File: src/gdi_regs.svh
// Constants for the instrument bus device interface.
// Assumes a 10 MHz system clock; command bytes compare on seven bits.
`ifndef GDI_REGS_SVH
`define GDI_REGS_SVH

// ==========================================================================
// Address group codes
`define GDI_LAG_BASE   7'h20
`define GDI_TAG_BASE   7'h40
`define GDI_UNL        7'h3F
`define GDI_UNT        7'h5F
`define GDI_SCG_BASE   7'h60
`define GDI_GRP_MASK   7'h60

// ==========================================================================
// Universal and addressed command codes
`define GDI_GTL        7'h01
`define GDI_SDC        7'h04
`define GDI_GET        7'h08
`define GDI_LLO        7'h11
`define GDI_DCL        7'h14
`define GDI_SPE        7'h18
`define GDI_SPD        7'h19

// ==========================================================================
// Status byte field and reset values
`define GDI_RQS_BIT    6
`define GDI_RQS_MASK   8'h40
`define GDI_PIN_IDLE   16'hFFFF

// ==========================================================================
// Timing
`define GDI_CLK_MHZ    10
`define GDI_SETTLE_NS  2000
`define GDI_SETTLE_CYC ((`GDI_SETTLE_NS * `GDI_CLK_MHZ + 999) / 1000)

`endif

File: src/gdi_pkg.sv
// Types shared by the instrument bus device interface.
// Assumes gdi_regs.svh supplies the numeric constants.
package gdi_pkg;

    // Bus lines after synchronising, each bit high when the line is true.
    typedef struct packed {
        logic [7:0] dio;
        logic       atn;
        logic       eoi;
        logic       dav;
        logic       nrfd;
        logic       ndac;
        logic       ifc;
        logic       ren;
        logic       srq;
    } gdi_bus_t;

    // One byte with its end mark, used on both user streams.
    typedef struct packed {
        logic       valid;
        logic       eoi;
        logic [7:0] data;
    } gdi_byte_t;

    // Interface state shown to the instrument.
    typedef struct packed {
        logic remote;
        logic lockout;
        logic talk;
        logic listen;
        logic spoll;
        logic srq_line;
    } gdi_state_t;

    typedef enum logic [1:0] {
        AH_IDLE,
        AH_READY,
        AH_HOLD
    } gdi_ah_t;

    typedef enum logic [1:0] {
        SH_IDLE,
        SH_SETTLE,
        SH_VALID,
        SH_DONE
    } gdi_sh_t;

endpackage : gdi_pkg

File: src/gdi_device.sv
// Device-side interface functions for a parallel instrument bus.
// Assumes bus pins arrive asynchronously and are open-drain, low is true;
// the instrument side runs on i_sys_clk.
`timescale 1ns/10ps
`include "gdi_regs.svh"

module gdi_device
    import gdi_pkg::*;
(
    input  wire logic       i_sys_clk,
    input  wire logic       i_reset,
    input  wire logic [7:0] i_dio_n,
    input  wire logic       i_atn_n,
    input  wire logic       i_ifc_n,
    input  wire logic       i_ren_n,
    input  wire logic       i_eoi_n,
    input  wire logic       i_dav_n,
    input  wire logic       i_nrfd_n,
    input  wire logic       i_ndac_n,
    input  wire logic       i_srq_n,
    output logic      [7:0] o_dio_n,
    output logic      [7:0] o_dio_oe_n,
    output logic            o_eoi_n,
    output logic            o_eoi_oe_n,
    output logic            o_dav_n,
    output logic            o_dav_oe_n,
    output logic            o_nrfd_n,
    output logic            o_nrfd_oe_n,
    output logic            o_ndac_n,
    output logic            o_ndac_oe_n,
    output logic            o_srq_n,
    output logic            o_srq_oe_n,
    input  wire logic [4:0] i_my_addr,
    input  wire logic       i_talk_only,
    input  wire gdi_byte_t  i_tx,
    output logic            o_tx_taken,
    output gdi_byte_t       o_rx,
    input  wire logic       i_rx_ready,
    input  wire logic [7:0] i_status,
    input  wire logic       i_svc_req,
    output logic            o_trigger,
    output logic            o_dev_clear,
    output gdi_state_t      o_state
);

    // ======================================================================
    // Pin synchronisers
    // The controller lines are inputs only; there is no drive path for them.

    logic [15:0] sync1;
    logic [15:0] sync2;
    gdi_bus_t    bus;

    always_ff @(posedge i_sys_clk) begin
        if (i_reset) begin
            sync1 <= `GDI_PIN_IDLE;
            sync2 <= `GDI_PIN_IDLE;
        end else begin
            sync1 <= {i_dio_n, i_atn_n, i_eoi_n, i_dav_n, i_nrfd_n,
                      i_ndac_n, i_ifc_n, i_ren_n, i_srq_n};
            sync2 <= sync1;
        end
    end

    assign bus = gdi_bus_t'(~sync2);

    // Interface clear returns talker, listener and handshakes to idle.
    logic clr;
    assign clr = i_reset | bus.ifc;

    // ======================================================================
    // Acceptor handshake

    gdi_ah_t    ah_state;
    logic       listen;
    logic       talk;
    logic       ah_active;
    logic       can_take;
    logic       ah_take;
    logic       cmd_take;
    logic [6:0] cmd;

    assign ah_active = bus.atn | listen;
    assign can_take  = bus.atn | i_rx_ready;
    assign ah_take   = (ah_state == AH_READY) & ah_active & can_take
                       & bus.dav;
    assign cmd_take  = ah_take & bus.atn;
    assign cmd       = bus.dio[6:0];

    always_ff @(posedge i_sys_clk) begin
        if (clr) begin
            ah_state <= AH_IDLE;
        end else begin
            unique case (ah_state)
                AH_IDLE: begin
                    if (ah_active && !bus.dav) begin
                        ah_state <= AH_READY;
                    end
                end
                AH_READY: begin
                    if (!ah_active) begin
                        ah_state <= AH_IDLE;
                    end else if (ah_take) begin
                        ah_state <= AH_HOLD;
                    end
                end
                AH_HOLD: begin
                    // Waiting for data valid to drop stops a double take.
                    if (!bus.dav) begin
                        ah_state <= ah_active ? AH_READY : AH_IDLE;
                    end
                end
            endcase
        end
    end

    always_ff @(posedge i_sys_clk) begin
        if (clr) begin
            o_nrfd_oe_n <= 1'b1;
            o_ndac_oe_n <= 1'b1;
        end else begin
            o_nrfd_oe_n <= !((ah_state == AH_READY && !can_take)
                             || ah_state == AH_HOLD);
            o_ndac_oe_n <= !(ah_state == AH_READY);
        end
    end

    always_ff @(posedge i_sys_clk) begin
        if (i_reset) begin
            o_rx <= '0;
        end else begin
            o_rx.valid <= ah_take & !bus.atn;
            o_rx.eoi   <= bus.eoi;
            o_rx.data  <= bus.dio;
        end
    end

    // ======================================================================
    // Address and command decode
    // Bytes in the secondary group match none of the codes below, so they
    // leave the addressed state alone.

    logic [6:0] my_la;
    logic [6:0] my_ta;
    logic       spoll;
    logic       remote;
    logic       lockout;

    assign my_la = `GDI_LAG_BASE | {2'b00, i_my_addr};
    assign my_ta = `GDI_TAG_BASE | {2'b00, i_my_addr};

    always_ff @(posedge i_sys_clk) begin
        if (clr) begin
            listen <= 1'b0;
        end else if (cmd_take) begin
            if (cmd == my_la) begin
                listen <= 1'b1;
            end else if (cmd == `GDI_UNL || cmd == my_ta) begin
                listen <= 1'b0;
            end
        end
    end

    always_ff @(posedge i_sys_clk) begin
        if (clr) begin
            talk <= 1'b0;
        end else if (cmd_take) begin
            if (cmd == my_ta) begin
                talk <= 1'b1;
            end else if (cmd == my_la) begin
                talk <= 1'b0;
            end else if ((cmd & `GDI_GRP_MASK) == `GDI_TAG_BASE) begin
                talk <= 1'b0;
            end
        end
    end

    always_ff @(posedge i_sys_clk) begin
        if (clr) begin
            spoll <= 1'b0;
        end else if (cmd_take && cmd == `GDI_SPE) begin
            spoll <= 1'b1;
        end else if (cmd_take && cmd == `GDI_SPD) begin
            spoll <= 1'b0;
        end
    end

    // Remote and lockout survive interface clear; only remote enable false
    // or an explicit go-to-local brings the instrument back to local.
    always_ff @(posedge i_sys_clk) begin
        if (i_reset || !bus.ren) begin
            remote  <= 1'b0;
            lockout <= 1'b0;
        end else if (cmd_take) begin
            if (cmd == my_la) begin
                remote <= 1'b1;
            end else if (listen && cmd == `GDI_GTL) begin
                remote <= 1'b0;
            end
            if (cmd == `GDI_LLO) begin
                lockout <= 1'b1;
            end
        end
    end

    always_ff @(posedge i_sys_clk) begin
        if (i_reset) begin
            o_trigger   <= 1'b0;
            o_dev_clear <= 1'b0;
        end else begin
            o_trigger   <= cmd_take & listen & (cmd == `GDI_GET);
            o_dev_clear <= cmd_take & ((cmd == `GDI_DCL)
                           | (listen & (cmd == `GDI_SDC)));
        end
    end

    // ======================================================================
    // Service request

    logic rsv;
    logic stb_taken;

    always_ff @(posedge i_sys_clk) begin
        if (i_reset) begin
            rsv <= 1'b0;
        end else if (i_svc_req) begin
            rsv <= 1'b1;
        end else if (stb_taken) begin
            rsv <= 1'b0;
        end
    end

    always_ff @(posedge i_sys_clk) begin
        if (i_reset) begin
            o_srq_oe_n <= 1'b1;
        end else begin
            o_srq_oe_n <= !rsv;
        end
    end

    // ======================================================================
    // Source handshake

    gdi_sh_t    sh_state;
    gdi_byte_t  sh_byte;
    logic       sh_is_stb;
    logic       stb_sent;
    logic [7:0] cnt;
    logic       talk_active;
    logic       stb_mode;
    logic       sh_load;
    logic       sh_accepted;
    logic [7:0] stb;

    assign talk_active = (talk | i_talk_only) & !bus.atn;
    assign stb_mode    = spoll & talk;
    assign sh_load     = (sh_state == SH_IDLE) & talk_active
                         & (stb_mode ? !stb_sent : i_tx.valid);
    assign sh_accepted = (sh_state == SH_VALID) & talk_active & !bus.ndac;
    assign stb_taken   = sh_accepted & sh_is_stb;
    assign stb = (i_status & ~`GDI_RQS_MASK)
                 | (rsv ? `GDI_RQS_MASK : 8'h00);

    always_ff @(posedge i_sys_clk) begin
        if (clr) begin
            sh_state  <= SH_IDLE;
            sh_byte   <= '0;
            sh_is_stb <= 1'b0;
            cnt       <= 8'h00;
        end else begin
            unique case (sh_state)
                SH_IDLE: begin
                    if (sh_load) begin
                        sh_state  <= SH_SETTLE;
                        sh_is_stb <= stb_mode;
                        sh_byte   <= stb_mode ? {1'b1, 1'b1, stb}
                                              : i_tx;
                        cnt       <= 8'(`GDI_SETTLE_CYC);
                    end
                end
                SH_SETTLE: begin
                    // Attention from the controller aborts the byte; an
                    // application byte is resent once talking resumes.
                    if (!talk_active) begin
                        sh_state <= SH_IDLE;
                    end else if (cnt != 8'h00) begin
                        cnt <= cnt - 8'h01;
                    end else if (!bus.nrfd) begin
                        sh_state <= SH_VALID;
                    end
                end
                SH_VALID: begin
                    if (!talk_active) begin
                        sh_state <= SH_IDLE;
                    end else if (!bus.ndac) begin
                        sh_state <= SH_DONE;
                    end
                end
                SH_DONE: begin
                    sh_state <= SH_IDLE;
                end
            endcase
        end
    end

    always_ff @(posedge i_sys_clk) begin
        if (clr || !stb_mode) begin
            stb_sent <= 1'b0;
        end else if (stb_taken) begin
            stb_sent <= 1'b1;
        end
    end

    always_ff @(posedge i_sys_clk) begin
        if (i_reset) begin
            o_tx_taken <= 1'b0;
        end else begin
            o_tx_taken <= sh_accepted & !sh_is_stb;
        end
    end

    // Drive only while talking with attention false, so a parallel poll
    // (attention with end) always finds these lines released.
    logic sh_drive;
    assign sh_drive = talk_active
                      & (sh_state == SH_SETTLE || sh_state == SH_VALID);

    always_ff @(posedge i_sys_clk) begin
        if (clr) begin
            o_dio_oe_n <= 8'hFF;
            o_eoi_oe_n <= 1'b1;
            o_dav_oe_n <= 1'b1;
        end else begin
            o_dio_oe_n <= sh_drive ? ~sh_byte.data : 8'hFF;
            o_eoi_oe_n <= !(sh_drive & sh_byte.eoi);
            o_dav_oe_n <= !(talk_active && sh_state == SH_VALID);
        end
    end

    // ======================================================================
    // Line levels and state outputs
    // Open-drain lines only ever pull low; the enables carry the data.

    logic line_low;

    always_ff @(posedge i_sys_clk) begin
        if (i_reset) begin
            line_low <= 1'b0;
            o_state  <= '0;
        end else begin
            line_low <= 1'b0;
            o_state  <= '{remote:   remote,
                          lockout:  lockout,
                          talk:     talk | i_talk_only,
                          listen:   listen,
                          spoll:    spoll,
                          srq_line: bus.srq};
        end
    end

    assign o_dio_n  = {8{line_low}};
    assign o_eoi_n  = line_low;
    assign o_dav_n  = line_low;
    assign o_nrfd_n = line_low;
    assign o_ndac_n = line_low;
    assign o_srq_n  = line_low;

endmodule : gdi_device

File: config.mk
export PLATFORM = sky130hd
export DESIGN_NAME = gdi_device
export DESIGN_NICKNAME = d
export VERILOG_FILES = /design/src/gdi_pkg.sv /design/src/gdi_device.sv
export VERILOG_INCLUDE_DIRS = /design/src
export SDC_FILE = /design/constraint.sdc
export NUM_CORES = 1
export LEC_CHECK = 0
export ABC_AREA = 1
export BUFFER_PORTS_ARGS = -buffer_cell sky130_fd_sc_hd__buf_4
export CAP_MARGIN = 40
export CORE_MARGIN = 2
export CORE_UTILIZATION = 40
export DETAILED_ROUTE_END_ITERATION = 16
export PLACE_DENSITY = 0.75
export SYNTH_ARGS = -nofsm -noshare
export SYNTH_HDL_FRONTEND = slang
export SYNTH_SLANG_ARGS = --single-unit
File: constraint.sdc
create_clock -name i_sys_clk -period 4.28 [get_ports i_sys_clk]
set_clock_uncertainty 0.2 [all_clocks]
set_input_delay 0.856 -clock i_sys_clk [delete_from_list [all_inputs] [get_ports i_sys_clk]]
set_output_delay 0.856 -clock i_sys_clk [all_outputs]
set_load 0.05 [all_outputs]
==> tab_implementation.tex <==
\begin{tabular}{lr}
\hline
Metric & Value \\
\hline
\multicolumn{2}{l}{\textbf{Placement}} \\
\quad Port-buffer cells & 74 \\
\quad Post-placement cell count & between 600 and 700 \\
\quad Detailed-placement wirelength estimate & a little over 5 mm \\
\quad Weighted congestion reported at the end of routability-driven placement & between 0.7 and 0.8 \\
\quad Dpl cell area & approximately 4200 um2 \\
\multicolumn{2}{l}{\textbf{Finish}} \\
\quad Area Overhead vs Synth & 22.4\% \\
\quad Number of fill cells in the layout & approximately 840 \\
\quad Count of non-filler cells in the finished layout & between 600 and 700 \\
\quad Net count of the finished layout & between 500 and 600 \\
\quad Proportion of layout cells with a drive suffix above 1 & 0.275 \\
\quad Sequential cell area in the final layout & 1860 um2 \\
\quad Number of inserted diodes & 0 \\
\quad Cell area after layout & between 4000 and 5000 um2 \\
\quad Multi-input gate area & 1450 um2 \\
\multicolumn{2}{l}{\textbf{Clock tree}} \\
\quad Clock buffer count from CTS & 9 \\
\quad Post-CTS clock slew at the launch and capture registers of the worst setup and hold paths & approximately 0.10 ns \\
\quad Clock root cell & clkbuf\_8 \\
\quad Clock sink count & 93 \\
\quad Cts-stage hold buffer count & 0 \\
\quad Worst-Skew Late Latency & around 0.36 ns \\
\quad H-tree level count & 3 \\
\quad Resized Gates After CTS & 0 \\
\quad Buffers inserted by post-CTS timing repair & 0 \\
\quad CTS Buffer Depth & 2 \\
\quad CTS tree & yes \\
\multicolumn{2}{l}{\textbf{Status}} \\
\quad Status & finished, final reports clean \\
\multicolumn{2}{l}{\textbf{Pwr}} \\
\quad Pwr per Cell Area & 410 nW/um2 \\
\quad Power share of the clock group & 0.339 \\
\quad Sequential share of power & 0.514 \\
\quad P\_sw & 0.514 mW \\
\quad Design Power & approximately 1.8 mW \\
\quad Logic pwr share & 0.147 \\
\quad Total internal power & approximately 1.3 mW \\
\quad Leakage power & 2.00 nW \\
\quad Fraction of power spent switching nets & 0.286 \\
\quad Max VDD drop & 0.194 mV \\
\multicolumn{2}{l}{\textbf{STA}} \\
\quad FMAX & between 300 and 400 MHz \\
\quad Fin. Hold Viols & 0 \\
\quad Worst Tran Pin Value & $\sim$0.6 ns \\
\quad Slew Limit Headroom & 0.592 \\
\quad Period minus WS final & 2.76 ns \\
\quad Final number of max-transition violations & 0 \\
\quad Unrepaired setup endpoints after global routing & false \\
\quad Setup TNS & 0 ns \\
\quad Fraction of the cycle the final worst path needs & 0.646 \\
\quad Worst hold margin & 0.182 ns \\
\quad Final setup viols & 0 \\
\multicolumn{2}{l}{\textbf{Yosys}} \\
\quad Most frequently used cell type in the post-synthesis netlist & dfxtp\_1 \\
\quad Yosys synthesis warning count & 0 \\
\quad Instance count of the mapped netlist & roughly 430 \\
\quad Combinational family with the most area after synthesis & simple AND/OR/NAND/NOR gates \\
\quad Xor and xnor area share after synthesis & 0.00735 \\
\quad Cell types occupying the most area after synthesis & dfxtp\_1 52\%, nand2\_1 8.4\%, or2\_2 5.9\% \\
\quad Multiplexer area fraction after synthesis & 0 \\
\quad Post-synth top flop & dfxtp\_1 \\
\quad Fraction of the mapped netlist area in simple logic gates & 0.274 \\
\quad Top cell type by total area after synthesis & dfxtp\_1 \\
\quad Area of the mapped netlist & approximately 3600 um2 \\
\quad Share of synthesized registers carrying an async set or reset & 0 \\
\quad Count of distinct cell types in the synthesized netlist & 34 \\
\quad Mean area per synthesized cell & slightly above 8 um2 \\
\quad Top cell types by occurrence after synthesis & 93 x dfxtp\_1, 80 x nand2\_1, 52 x nor2\_1 \\
\quad Sequential-to-total area share from yosys stat & 0.521 \\
\quad Register bit total from synthesis & between 90 and 100 \\
\quad Share of the synthesized area in the top cell type & 0.521 \\
\quad Synthesized-area fraction occupied by ao, oa, aoi and oai cells & 0.0826 \\
\quad Number of synthesized flops with an enable pin & 0 \\
\quad Arithmetic-cell share of the synthesized area counting full adders, half adders and majority gates & 0.0280 \\
\multicolumn{2}{l}{\textbf{Worst setup path}} \\
\quad CP required & 4.30 ns \\
\quad Crit Path Category & in -> reg \\
\quad Type of element capturing the critical path & register \\
\quad Data arrival, critical path & 2.78 ns \\
\quad CP startpoint kind & primary input \\
\quad Largest fanout on the critical path & 52 \\
\quad RR Endpoint & o\_dio\_oe\_n[7] \\
\quad Startpoint of the lowest-slack register-to-register path & sync2[2] \\
\quad Number of cell instances on the worst register-to-register path & 5 \\
\quad Register-to-register setup slack & 2.12 ns \\
\multicolumn{2}{l}{\textbf{Run}} \\
\quad Maximum Capacitance Violations & 0 \\
\multicolumn{2}{l}{\textbf{Detailed routing}} \\
\quad Post-detailed-route count of antenna-violating nets & 0 \\
\quad Drt via density & $\sim$4.6 \\
\quad Number of iterations in the first detailed-routing pass & 4 \\
\quad Post-detailed-routing wire length & around 7 mm \\
\quad Iteration-0 DRC Markers & $\sim$130 \\
\quad \# DRC & 0 \\
\quad Via count & around 2900 \\
\quad Detailed-route wire length per cell & around 11 um \\
\multicolumn{2}{l}{\textbf{Die}} \\
\quad Placeable core area & between 8000 and 9000 um2 \\
\quad Starting density of the core & 0.412 \\
\quad Die X-Extent & between 90 and 100 um \\
\quad Height of the die & about 99 um \\
\quad Die Area & approximately 9700 um2 \\
\quad FP Rows & 34 \\
\quad I/O Pins & 89 \\
\multicolumn{2}{l}{\textbf{Min path}} \\
\quad Class of the tightest hold or removal check & reg -> reg \\
\quad Worst Hold Endpoint & o\_eoi\_oe\_n \\
\quad Hold path startpoint & sh\_byte[8] \\
\quad Worst hold path stage count & 1 \\
\multicolumn{2}{l}{\textbf{Global route}} \\
\quad Total global routing overflow & 0 \\
\quad Vias in the first global route & 2755 \\
\quad Antenna violations before repair & 0 \\
\quad GR Util All Layers & 0.149 \\
\quad Global-route wire length before repair & about 12 mm \\
\quad Pin count of the biggest net entering global routing & 53 \\
\hline
\end{tabular}
kinds of logic (layout without fill, tap and decap cells):
logic type,count (synthesis),after routing
simple gates,208,208
flops,93,93
buf+inv,67,134
compound gates,51,51
fa+ha+maj,8,8
xor+xnor,3,3
other cells,1,13
power by group through the flow:
stage                     sequential, mW  combinational [mW]  clock, mW
after floorplan                    0.956               0.185          0
after global placement             0.942               0.252          0
after detailed placement           0.943               0.263          0
after CTS                          0.923               0.263      0.622
after global routing               0.928               0.292      0.661
final                              0.923               0.263      0.609
metrics by stage:
| stage | setup WS [ns] | utilization |
|---|---|---|
| floorplan | 2.20 | - |
| global placement | 1.17 | 0.480 |
| detailed placement | 1.10 | 0.480 |
| CTS | 1.49 | 0.504 |
| global route | 1.25 | 0.504 |
| finish | 1.52 | 0.504 |
worst max-delay path, stage by stage:
cell,delay (ns)
buf_4,0.24
inv_1,0.14
nand2_1,0.35
inv_1,0.51
nand2_1,0.09
nor2_1,0.49
nand2_1,0.09
sequential cells by signal (all words and copies together) (netlist names), 2 cells and up:
signal,cells
o_rx,10
ah_state,2
sh_byte,9
sync2,16
o_state,6
cnt,8
sync1,16
o_dio_oe_n,8
sh_state,2
routing by layer:
layer | global-route usage | routed length [um] | vias to the layer above
met2 | 0.255 | 3490 | 72
met4 | 0.0790 | 179 | 0
met3 | 0.0326 | 343 | 18
met1 | 0.173 | 3020 | 1283
li1 | - | - | 1477
met5 | 0 | 0 | -
layout make-up:
class	count	area share
clock buffer	9	0.0283
clock inverter	7	0.0194
inverter	44	0.0377
multi-input combinational	283	0.331
sequential	93	0.425
tap	108	0.0309
timing repair buffer	74	0.127
cell usage in the layout, fill, tap and decap left out, types with 2 or more instances in the layout:
cell | netlist | layout
o21ai_2 | 2 | 2
o21ai_1 | 2 | 2
nor2_1 | 52 | 52
buf_4 | 13 | 74
nor4_1 | 2 | 2
nand3_1 | 15 | 15
dfxtp_1 | 93 | 93
inv_6 | 0 | 4
nand3b_1 | 2 | 2
ha_1 | 8 | 8
clkbuf_8 | 0 | 9
nor3_1 | 3 | 3
nand2_1 | 80 | 80
a31oi_1 | 8 | 8
nand4_1 | 8 | 8
a21oi_1 | 16 | 16
or2_2 | 34 | 34
conb_1 | 1 | 13
xor2_1 | 3 | 3
o21ai_0 | 18 | 18
inv_1 | 43 | 43
nor2_2 | 2 | 2
nand2_2 | 5 | 5
nand2_4 | 2 | 2
worst max path at each step:
stage | startpoint | slack (ns) | to
after global placement | i_reset | 1.17 | o_dio_oe_n[2]
after detailed placement | i_reset | 1.10 | o_dio_oe_n[1]
after CTS | i_reset | 1.49 | o_dio_oe_n[7]
after global routing | i_reset | 1.25 | o_dio_oe_n[6]
after floorplan | i_reset | 2.20 | o_dio_oe_n[0]
final | i_reset | 1.52 | o_dio_oe_n[7]
Note: power is estimated with default switching activity, not from simulation.
